### src/dsad_pkg.sv
// Constants and types shared by the data-space address decode block.
// How it works
// - Separate read and write address generator ports.
// - Effective addresses are 16-bit byte addresses.
// - Unpaged reads outside SFR plus RAM read zero.
// - Little-endian words: even byte is low.
// - Pointer post-increment: byte adds one, word two.
// - Byte read picks lane, returns on low.
// - Byte write strobes only the addressed lane.
// - Odd word address raises address-error trap.
// - Misaligned read completes; misaligned write suppressed.
// - Byte load changes only working low byte.
// - Sign-extend and zero-extend working register ops.
// - Lowest 4 Kbytes decode to SFR space.
// - Unused SFR addresses read as zero; here they are read from memory like RAM.
// - Near space reached by 13-bit address.
// - Whole space reached by 16-bit address.
// - Read page 10 bits, write page 9.
// - Paged read: page bits over address bits.
// - Paged write: page bits over address bits.
package dsad_pkg;

  // ==========================================================================
  // Widths
  localparam int EA_W   = 16;
  localparam int EXT_W  = 24;
  localparam int RPAG_W = 10;
  localparam int WPAG_W = 9;
  localparam int NEAR_W = 13;

  // ==========================================================================
  // Address map of the base data space
  localparam logic [15:0] SFR_LO    = 16'h0000;
  localparam logic [15:0] SFR_HI    = 16'h0fff;
  localparam logic [15:0] RAM_LO    = 16'h1000;
  localparam logic [15:0] RAM_HI    = 16'h4fff;
  localparam logic [15:0] RPAG_ADDR = 16'h0032;
  localparam logic [15:0] WPAG_ADDR = 16'h0034;

  // ==========================================================================
  // Values after reset and pointer steps
  localparam logic [9:0]  RPAG_RST  = 10'h001;
  localparam logic [8:0]  WPAG_RST  = 9'h001;
  localparam logic [15:0] BYTE_STEP = 16'h0001;
  localparam logic [15:0] WORD_STEP = 16'h0002;

  // ==========================================================================
  // Working register operations
  typedef enum logic [1:0] {
    DSAD_WOP_LOAD_WORD,
    DSAD_WOP_LOAD_BYTE,
    DSAD_WOP_SIGN_EXT,
    DSAD_WOP_ZERO_EXT
  } dsad_wop_t;

  // Source of a read's data.
  typedef enum logic [1:0] {
    DSAD_SRC_MEM,
    DSAD_SRC_RPAG,
    DSAD_SRC_WPAG,
    DSAD_SRC_ZERO
  } dsad_src_t;

endpackage : dsad_pkg

### src/dsad_top.sv
// Data-space access unit: address decode, lane select, paging and traps.
`timescale 1ns/10ps
`default_nettype none
module dsad_top (
  input  wire logic                  clk_in,          // Core clock.
  input  wire logic                  rstn_in,         // Synchronous reset, active low.
  // Read address generator.
  input  wire logic                  rd_req_in,       // Read request, one cycle.
  input  wire logic [15:0]           rd_addr_in,      // Read effective address.
  input  wire logic                  rd_byte_in,      // High for a byte read.
  input  wire logic                  rd_near_in,      // Use 13-bit near field.
  output logic      [15:0]           rd_data_out,     // Read result.
  output logic                       rd_valid_out,    // Read result valid pulse.
  // Write address generator.
  input  wire logic                  wr_req_in,       // Write request, one cycle.
  input  wire logic [15:0]           wr_addr_in,      // Write effective address.
  input  wire logic                  wr_byte_in,      // High for a byte write.
  input  wire logic                  wr_near_in,      // Use 13-bit near field.
  input  wire logic [15:0]           wr_data_in,      // Write data, byte in low lane.
  // Memory side.
  output logic                       mem_rd_en_out,   // Memory read strobe.
  output logic      [23:0]           mem_rd_addr_out, // Extended word-aligned read address.
  input  wire logic [15:0]           mem_rd_data_in,  // Memory read word.
  output logic      [1:0]            mem_wr_lane_out, // Write strobes, bit 1 high lane.
  output logic      [23:0]           mem_wr_addr_out, // Extended word-aligned write address.
  output logic      [15:0]           mem_wr_data_out, // Write word.
  output logic                       rd_paged_out,    // Current read is extended.
  output logic                       wr_paged_out,    // Current write is extended.
  output logic                       trap_out,        // Address-error trap pulse.
  // Pointer and working register helpers.
  input  wire logic                  ptr_upd_in,      // Post-increment request.
  input  wire logic [15:0]           ptr_in,          // Pointer value.
  input  wire logic                  ptr_byte_in,     // Byte-sized operation.
  output logic      [15:0]           ptr_out,         // Incremented pointer.
  input  wire logic                  wop_req_in,      // Working register op request.
  input  wire dsad_pkg::dsad_wop_t   wop_in,          // Operation.
  input  wire logic [15:0]           wreg_in,         // Current working register.
  input  wire logic [15:0]           wsrc_in,         // Source value.
  output logic      [15:0]           wreg_out,        // Working register result.
  output logic                       wreg_valid_out,  // Result valid pulse.
  output logic      [9:0]            rpag_out,        // Read page register.
  output logic      [8:0]            wpag_out         // Write page register.
);

  // ==========================================================================
  // State
  typedef struct packed {
    logic [9:0]          rpag;
    logic [8:0]          wpag;
    logic                rd_pend;
    logic                rd_byte;
    logic                rd_odd;
    logic                rd_misal;
    dsad_pkg::dsad_src_t rd_src;
    logic [23:0]         rd_ext;
    logic                rd_paged;
    logic [15:0]         rd_data;
    logic                rd_valid;
    logic [1:0]          wr_lane;
    logic [23:0]         wr_ext;
    logic [15:0]         wr_data;
    logic                wr_paged;
    logic                trap;
    logic [15:0]         ptr;
    logic [15:0]         wreg;
    logic                wreg_valid;
  } dsad_state_t;

  dsad_state_t st_reg;
  dsad_state_t st_next;

  logic [15:0] rd_ea;
  logic [15:0] wr_ea;
  logic        rd_in_base;
  logic        wr_in_base;
  logic [15:0] sel_word;
  logic [15:0] wr_word;
  logic [1:0]  wr_lanes;

  // ==========================================================================
  // Effective addresses; the near field reaches only the lowest 8 Kbytes.
  assign rd_ea = rd_near_in ? {3'h0, rd_addr_in[dsad_pkg::NEAR_W-1:0]} : rd_addr_in;
  assign wr_ea = wr_near_in ? {3'h0, wr_addr_in[dsad_pkg::NEAR_W-1:0]} : wr_addr_in;

  // Implemented base region is SFR space plus RAM; other unpaged addresses read zero.
  assign rd_in_base = (rd_ea <= dsad_pkg::RAM_HI);
  assign wr_in_base = (wr_ea <= dsad_pkg::RAM_HI);

  // Byte writes put the byte on both lanes; only one lane is strobed.
  assign wr_word  = wr_byte_in ? {wr_data_in[7:0], wr_data_in[7:0]} : wr_data_in;
  assign wr_lanes = wr_byte_in ? (wr_ea[0] ? 2'b10 : 2'b01) : 2'b11;

  // Word chosen for a completing read.
  always_comb begin
    case (st_reg.rd_src)
      dsad_pkg::DSAD_SRC_MEM:  sel_word = mem_rd_data_in;
      dsad_pkg::DSAD_SRC_RPAG: sel_word = {6'h00, st_reg.rpag};
      dsad_pkg::DSAD_SRC_WPAG: sel_word = {7'h00, st_reg.wpag};
      default:                 sel_word = 16'h0000;
    endcase
  end

  // ==========================================================================
  // Next-state logic.
  always_comb begin
    st_next            = st_reg;
    st_next.rd_valid   = 1'b0;
    st_next.trap       = 1'b0;
    st_next.wr_lane    = 2'b00;
    st_next.wreg_valid = 1'b0;

    // Second read cycle: memory word arrives and the lane is picked.
    if (st_reg.rd_pend) begin
      st_next.rd_pend  = 1'b0;
      st_next.rd_valid = 1'b1;
      if (st_reg.rd_byte) begin
        st_next.rd_data = {8'h00, st_reg.rd_odd ? sel_word[15:8] : sel_word[7:0]};
      end else begin
        st_next.rd_data = sel_word;
      end
      // The read still completes; the trap pulses in the same cycle as the result.
      st_next.trap = st_reg.rd_misal;
    end

    // First read cycle: decode, page and issue to memory.
    if (rd_req_in) begin
      st_next.rd_pend  = 1'b1;
      st_next.rd_byte  = rd_byte_in;
      st_next.rd_odd   = rd_ea[0];
      st_next.rd_misal = !rd_byte_in && rd_ea[0];
      st_next.rd_paged = 1'b0;
      st_next.rd_ext   = {8'h00, rd_ea[15:1], 1'b0};
      if (rd_ea[15]) begin
        if (!st_reg.rpag[9]) begin
          st_next.rd_paged = 1'b1;
          st_next.rd_ext   = {st_reg.rpag[8:0], rd_ea[14:1], 1'b0};
          st_next.rd_src   = dsad_pkg::DSAD_SRC_MEM;
        end else begin
          st_next.rd_src   = dsad_pkg::DSAD_SRC_ZERO;
        end
      end else if (!rd_in_base) begin
        st_next.rd_src = dsad_pkg::DSAD_SRC_ZERO;
      end else if (rd_ea[15:1] == dsad_pkg::RPAG_ADDR[15:1]) begin
        st_next.rd_src = dsad_pkg::DSAD_SRC_RPAG;
      end else if (rd_ea[15:1] == dsad_pkg::WPAG_ADDR[15:1]) begin
        st_next.rd_src = dsad_pkg::DSAD_SRC_WPAG;
      end else begin
        st_next.rd_src = dsad_pkg::DSAD_SRC_MEM;
      end
    end

    // Write: decode and strobe in one cycle; a misaligned word is dropped.
    st_next.wr_paged = 1'b0;
    if (wr_req_in) begin
      st_next.wr_data = wr_word;
      st_next.wr_ext  = {8'h00, wr_ea[15:1], 1'b0};
      if (!wr_byte_in && wr_ea[0]) begin
        st_next.trap = 1'b1;
      end else if (wr_ea[15]) begin
        st_next.wr_paged = 1'b1;
        st_next.wr_ext   = {st_reg.wpag, wr_ea[14:1], 1'b0};
        st_next.wr_lane  = wr_lanes;
      end else if (!wr_in_base) begin
        st_next.wr_lane = 2'b00;
      end else if (wr_ea[15:1] == dsad_pkg::RPAG_ADDR[15:1]) begin
        // Page registers honour the byte lanes like any SFR.
        if (wr_lanes[0]) st_next.rpag[7:0] = wr_word[7:0];
        if (wr_lanes[1]) st_next.rpag[9:8] = wr_word[9:8];
      end else if (wr_ea[15:1] == dsad_pkg::WPAG_ADDR[15:1]) begin
        if (wr_lanes[0]) st_next.wpag[7:0] = wr_word[7:0];
        if (wr_lanes[1]) st_next.wpag[8]   = wr_word[8];
      end else begin
        st_next.wr_lane = wr_lanes;
      end
    end

    // Pointer post-increment.
    if (ptr_upd_in) begin
      st_next.ptr = ptr_in + (ptr_byte_in ? dsad_pkg::BYTE_STEP : dsad_pkg::WORD_STEP);
    end

    // Working register byte load and extensions.
    if (wop_req_in) begin
      st_next.wreg_valid = 1'b1;
      case (wop_in)
        dsad_pkg::DSAD_WOP_LOAD_BYTE: st_next.wreg = {wreg_in[15:8], wsrc_in[7:0]};
        dsad_pkg::DSAD_WOP_SIGN_EXT:  st_next.wreg = {{8{wsrc_in[7]}}, wsrc_in[7:0]};
        dsad_pkg::DSAD_WOP_ZERO_EXT:  st_next.wreg = {8'h00, wsrc_in[7:0]};
        default:                      st_next.wreg = wsrc_in;
      endcase
    end
  end

  // ==========================================================================
  // State register with synchronous reset.
  always_ff @(posedge clk_in) begin
    if (!rstn_in) begin
      st_reg      <= '0;
      st_reg.rpag <= dsad_pkg::RPAG_RST;
      st_reg.wpag <= dsad_pkg::WPAG_RST;
    end else begin
      st_reg <= st_next;
    end
  end

  // ==========================================================================
  // Outputs; the memory read strobe only fires for sources backed by memory.
  assign mem_rd_en_out   = st_reg.rd_pend && (st_reg.rd_src == dsad_pkg::DSAD_SRC_MEM);
  assign mem_rd_addr_out = st_reg.rd_ext;
  assign rd_paged_out    = st_reg.rd_pend && st_reg.rd_paged;
  assign rd_data_out     = st_reg.rd_data;
  assign rd_valid_out    = st_reg.rd_valid;
  assign mem_wr_lane_out = st_reg.wr_lane;
  assign mem_wr_addr_out = st_reg.wr_ext;
  assign mem_wr_data_out = st_reg.wr_data;
  assign wr_paged_out    = st_reg.wr_paged;
  assign trap_out        = st_reg.trap;
  assign ptr_out         = st_reg.ptr;
  assign wreg_out        = st_reg.wreg;
  assign wreg_valid_out  = st_reg.wreg_valid;
  assign rpag_out        = st_reg.rpag;
  assign wpag_out        = st_reg.wpag;

endmodule : dsad_top
`default_nettype wire

### config.mk
export PLATFORM = sky130hd
export DESIGN_NAME = dsad_top
export DESIGN_NICKNAME = d
export VERILOG_FILES = /design/src/dsad_pkg.sv /design/src/dsad_top.sv
export SDC_FILE = /design/constraint.sdc
export NUM_CORES = 1
export LEC_CHECK = 0
export BUFFER_PORTS_ARGS = -buffer_cell sky130_fd_sc_hd__buf_2
export CORE_ASPECT_RATIO = 0.75
export CORE_MARGIN = 3
export CORE_UTILIZATION = 40
export DETAILED_ROUTE_END_ITERATION = 8
export GPL_ROUTABILITY_DRIVEN = 0
export PLACE_DENSITY = 0.67
export SLEW_MARGIN = 20
export SYNTH_ARGS = -nofsm -noshare
export SYNTH_HDL_FRONTEND = slang
export SYNTH_SLANG_ARGS = --single-unit
### constraint.sdc
create_clock -name clk_in -period 2.4 [get_ports clk_in]
set_clock_uncertainty 0.1 [all_clocks]
set_input_delay 0.24 -clock clk_in [delete_from_list [all_inputs] [get_ports clk_in]]
set_output_delay 0.24 -clock clk_in [all_outputs]
set_load 0.03 [all_outputs]
* Word-level counts from Yosys, hierarchy flattened
Cells that the tools add are included.
** Word-level totals
- RAM bits :: 0
- Bits in read-only memories :: 0
- Bits in registers :: 144
- Latch bits :: 0
- Memories :: 0
- Output and inout bits :: 139
** Operators by class
- Shifts and indexed selects :: 0
- Multipliers :: 0
- Multiplexer cells :: 30
- Bitwise operators :: 5
- Equality and inequality tests :: 9
- Reduce and logical (&&, ||, !) cells :: 12
- Order comparisons :: 2
- Divide/modulo/power cells :: 0
- Add/sub/neg operators :: 1
** Operators with widths (count)
- one-hot mux 16 bit (3 select lines) :: 2
- two-way mux 16 bit :: 4
- equality test 15 x 5 -> 1 bit (second input constant) :: 4
- two-way mux 25 bit :: 2
- two-way mux 24 bit :: 2
- less-or-equal comparator 16 x 15 -> 1 bit (second input constant) :: 2
- two-way mux 31 bit :: 1
- two-way mux 2 bit :: 12
- adder 16 x 2 -> 16 bit :: 1
- AND reduction 7 bit :: 2
- AND reduction 6 bit :: 2
- two-way mux 8 bit :: 1
- equality test 2 bit (second input constant) :: 3
- two-way mux 1 bit :: 6
- inverter 1 bit :: 5
- equality test 2 x 1 -> 1 bit (second input constant) :: 2
- logical AND 1 bit :: 4
- OR reduction 3 bit :: 1
- zero test 1 bit :: 2
- zero test 2 bit :: 1

* Logic depth before layout (Yosys ltp)
- Word-level depth :: 7
- Gate-level depth with buffers :: 6
- Gate-level depth less buffers :: 6

* Worst setup path after synthesis
OpenSTA, ideal clock, no wires.
- Path kind :: input -> register
- Start point :: input port ptr_in[0]
- End point :: register st_reg (netlist bit ptr_out[14])
- Setup time :: 0.074 ns
- Buffers on the path :: 0
- Stages :: 6
- Data arrival time :: 1.741 ns
- Slack :: 0.485 ns
- Required time :: 2.226 ns
- Path through :: ha_1 -> fa_1 -> nand3_2 -> or4_1 -> or3_1 -> a31oi_1
** Between the ends
- Longest elaborated chain between the ends :: 1
** Ends and longest elaborated chain
- start, declared :: line dsad_top.sv:32 : input wire logic [15:0] ptr_in,
- adder 16 x 2 -> 16 bit :: line dsad_top.sv:179 : st_next.ptr = ptr_in + (ptr_byte_in ? dsad_pkg::BYTE_STEP : dsad_pkg::WORD_STEP);
- end signal, assigned :: line dsad_top.sv:202 : st_reg <= st_next;
- end, declared :: line dsad_top.sv:69 : dsad_state_t st_reg;
Every way passes these cells.
A chain may end at the register's enable or synchronous reset.

* Worst setup path after layout
- Start point :: input port wr_addr_in[3]
- End point :: register st_reg (netlist bit rpag_out[3])
** Between the ends
- Longest elaborated chain between the ends :: 3
** Ends and longest elaborated chain
- start, declared :: line dsad_top.sv:16 : input wire logic [15:0] wr_addr_in,
- two-way mux 16 bit * :: line dsad_top.sv:83 : assign wr_ea = wr_near_in ? {3'h0, wr_addr_in[dsad_pkg::NEAR_W-1:0]} : wr_addr_in;
- less-or-equal comparator 16 x 15 -> 1 bit or equality test 15 x 5 -> 1 bit (tied branches) :: line dsad_top.sv:87, dsad_top.sv:165
- AND reduction 6 bit (no line) *
Every way passes the cells marked *; elsewhere a longest branch is shown, timed or not.

==> impl_metrics.json <==
{
  "outcome": "complete, no violations",
  "coreArea_um2": 16980,
  "rrSetupSlack_ps": 620,
  "io_pins": 264,
  "maxCapViolCount": 0,
  "drt_wl_total_um": 19110,
  "netlist_area_um2": 7000,
  "die_w_um": 158.8,
  "worst_slack_ps": 85.85,
  "initial_utilization_pct": 41.23,
  "antenna_left": 0,
  "io_buffers": 253,
  "diodes": 0,
  "antenna_found_initial": 0,
  "cts_max_path_buffers": 2,
  "finalSetupTns_ps": 0,
  "holdWs_ps": 1.761,
  "first_global_vias": 5556,
  "synth-warning-count": 0,
  "dp_hpwl_um": 14040,
  "critPathLaunchType": "primary input",
  "ys.flop_type": "dfxtp_1",
  "vias": 5719,
  "p_leak_nw": 3.979,
  "rows": 41,
  "dr.pass1.iters": 4,
  "rsz0062_at_grt": "false",
  "clk_root_buffer_cell": "clkbuf_16",
  "via_per_inst": 4.892,
  "drive_above_1_share_pct": 32.90,
  "tritoncts": "done",
  "dpl_cell_area_um2": 7506,
  "final_cell_mix": "buf_2 (253), dfxtp_1 (142), nor2_1 (99), mux2i_1 (88), nand2_1 (41)",
  "synth_seq_cells": 142,
  "n_fill_cell": 1664,
  "globalRoute.totalOverflow": 0,
  "slew_violations": 0,
  "power_mw": 6.013,
  "dieArea_um2": 19140,
  "critical_path_buf_inv_count": 2,
  "syn-mean-instance-area_um2": 9.045,
  "period_minus_slack_ps": 2314,
  "hold_path_depth": 3,
  "grt_pass1_wl_um": 30010,
  "grt_max_degree": 61,
  "arrival_ps": 2500,
  "dp_cells": 1101,
  "synth_cell_types": 56,
  "post-cts-setup-buffer-count": 0,
  "min_path_type": "in2reg",
  "async_flop_share_pct": 0,
  "wl_per_cell_um": 16.34,
  "syn_to_final_growth_pct": 20.63,
  "final_nets": 1048,
  "end_kind": "register",
  "layout.cells.non_filler": 1169,
  "initialDrtViolationCount": 429,
  "ff_latch_area_um2": 2843,
  "htreeDepth": 4,
  "seq_area_frac_synth_pct": 40.61,
  "cp_slowest_cell": "or4_1",
  "crit_chain": "dlygate4sd3_1 > buf_2 > nor4b_1 > o21ai_1 > or4_1 > mux2i_1",
  "worstMarginPinSlew_ps": 767.1,
  "hold_start": "wsrc_in[0]",
  "critical-path-max-stage-delay_ps": 830,
  "crit_path_max_fanout": 8,
  "track_usage_pct": 19.56,
  "clk_pin_slew_ps": 60,
  "syn-instance-count": 774,
  "setup_viol": 0,
  "min_period_over_period_pct": 96.42,
  "reg2reg_depth": 4,
  "critPathRequiredTime_ps": 2580,
  "clk_latency_ps": 410,
  "cts_resized": 0,
  "max-vdd-ir-drop_uv": 394.1,
  "fmax_mhz": 432.1,
  "fp.dieH_um": 120.6,
  "multi_input_area_um2": 2957,
  "clock-sinks": 142,
  "crit_type": "in2reg",
  "holdPathEnd": "wreg_out[0]",
  "r2r-start": "st_reg[123]",
  "fin_area_um2": 8444,
  "fin_util_pct": 49.73,
  "final_common_cell": "buf_2",
  "synth_edf_count": 0,
  "maxSlewHeadroom_pct": 48.05,
  "numCtsBuffers": 17,
  "hold_viol_final": 0,
  "drc": 0,
  "r2r-end": "rd_data_out[3]",
  "powerDensity_nw_per_um2": 712.1,
  "dpl_worst_slack_ps": 252.0,
  "crit_family": "simple AND/OR/NAND/NOR gates"
}
area by class of cell:
type / instances / area share (%)
timing repair buffer: 302 / 20.57
clock buffer: 21 / 5.571
inverter: 9 / 0.4149
sequential: 142 / 33.66
clock inverter: 11 / 1.274
multi-input combinational: 448 / 35.01
tap: 236 / 3.497
worst max path at each step:
stage / from / endpoint / slack, ps / cells after the start
2_1_floorplan: ptr_in[0] / ptr_out[14] / 490 / 6
3_3_place_gp: wr_addr_in[3] / rpag_out[3] / 250 / 5
3_5_place_dp: wr_addr_in[3] / rpag_out[7] / 250 / 5
4_1_cts: wr_addr_in[3] / rpag_out[3] / 140 / 6
5_1_grt: wr_addr_in[3] / rpag_out[3] / 30 / 6
6_report: wr_addr_in[3] / rpag_out[3] / 90 / 6
metal layers:
layer | routed length (µm) | global-route usage [%] | part of all wire [%]
met1 | 8970 | 26.49 | 47
met2 | 8394 | 30.17 | 44
met3 | 1486 | 6.438 | 7.8
met4 | 255 | 5.194 | 1.3
met5 | 0 | 0 | 0
cell usage after synthesis (3+ instances only):
| library cell | count | area (µm²) |
|---|---|---|
| xor2_1 | 3 | 26.28 |
| a2bb2oi_1 | 8 | 70.07 |
| nand3_1 | 4 | 20.02 |
| buf_2 | 3 | 15.01 |
| a31oi_1 | 3 | 18.77 |
| o22ai_1 | 6 | 37.54 |
| nand2b_1 | 10 | 62.56 |
| inv_1 | 8 | 30.03 |
| nand3b_1 | 6 | 45.04 |
| or3_1 | 4 | 25.02 |
| a21oi_1 | 32 | 160.2 |
| a22o_1 | 8 | 70.07 |
| mux2i_1 | 88 | 880.8 |
| a211oi_1 | 19 | 142.6 |
| nor2b_1 | 11 | 68.82 |
| dfxtp_1 | 142 | 2843 |
| nor3_1 | 7 | 35.03 |
| a22oi_1 | 15 | 112.6 |
| nand4_1 | 3 | 18.77 |
| or4_1 | 4 | 30.03 |
| xnor2_1 | 8 | 70.07 |
| and2_1 | 4 | 25.02 |
| buf_4 | 133 | 998.5 |
| nand2_1 | 41 | 153.9 |
| clkbuf_1 | 34 | 127.6 |
| o21ai_0 | 25 | 125.1 |
| nor4_1 | 4 | 25.02 |
| a311oi_1 | 3 | 26.28 |
| nor2_1 | 99 | 371.6 |
| buf_1 | 5 | 18.77 |
| nor3b_1 | 3 | 22.52 |
cell families after synthesis:
| group | share of synthesized area [%] |
|---|---|
| xor+xnor | 1.376 |
| flops | 40.61 |
| other cells | 0.05357 |
| compound gates | 12.23 |
| simple gates | 15.14 |
| fa+ha+maj | 0.6434 |
| buf+inv | 17.21 |
| mux | 12.74 |
repair_timing:
item,in CTS,in global routing
hold buffers,36,0
hold endpoints to repair,36,0
endpoints found under the setup margin,0,0
worst min-delay path: stages:
cell and delay [ps]:
buf_2 70, mux2i_1 50, nor2_1 100
where the power goes:
| part | internal (mW) | switching [mW] | leakage [nW] |
|---|---|---|---|
| Sequential | 2.47 | 0.0575 | 1.16 |
| Combinational | 0.347 | 0.565 | 2.53 |
| Clock | 1.52 | 1.06 | 0.280 |
| Total | 4.33 | 1.68 | 3.98 |
(Power assumes the default switching activity.)
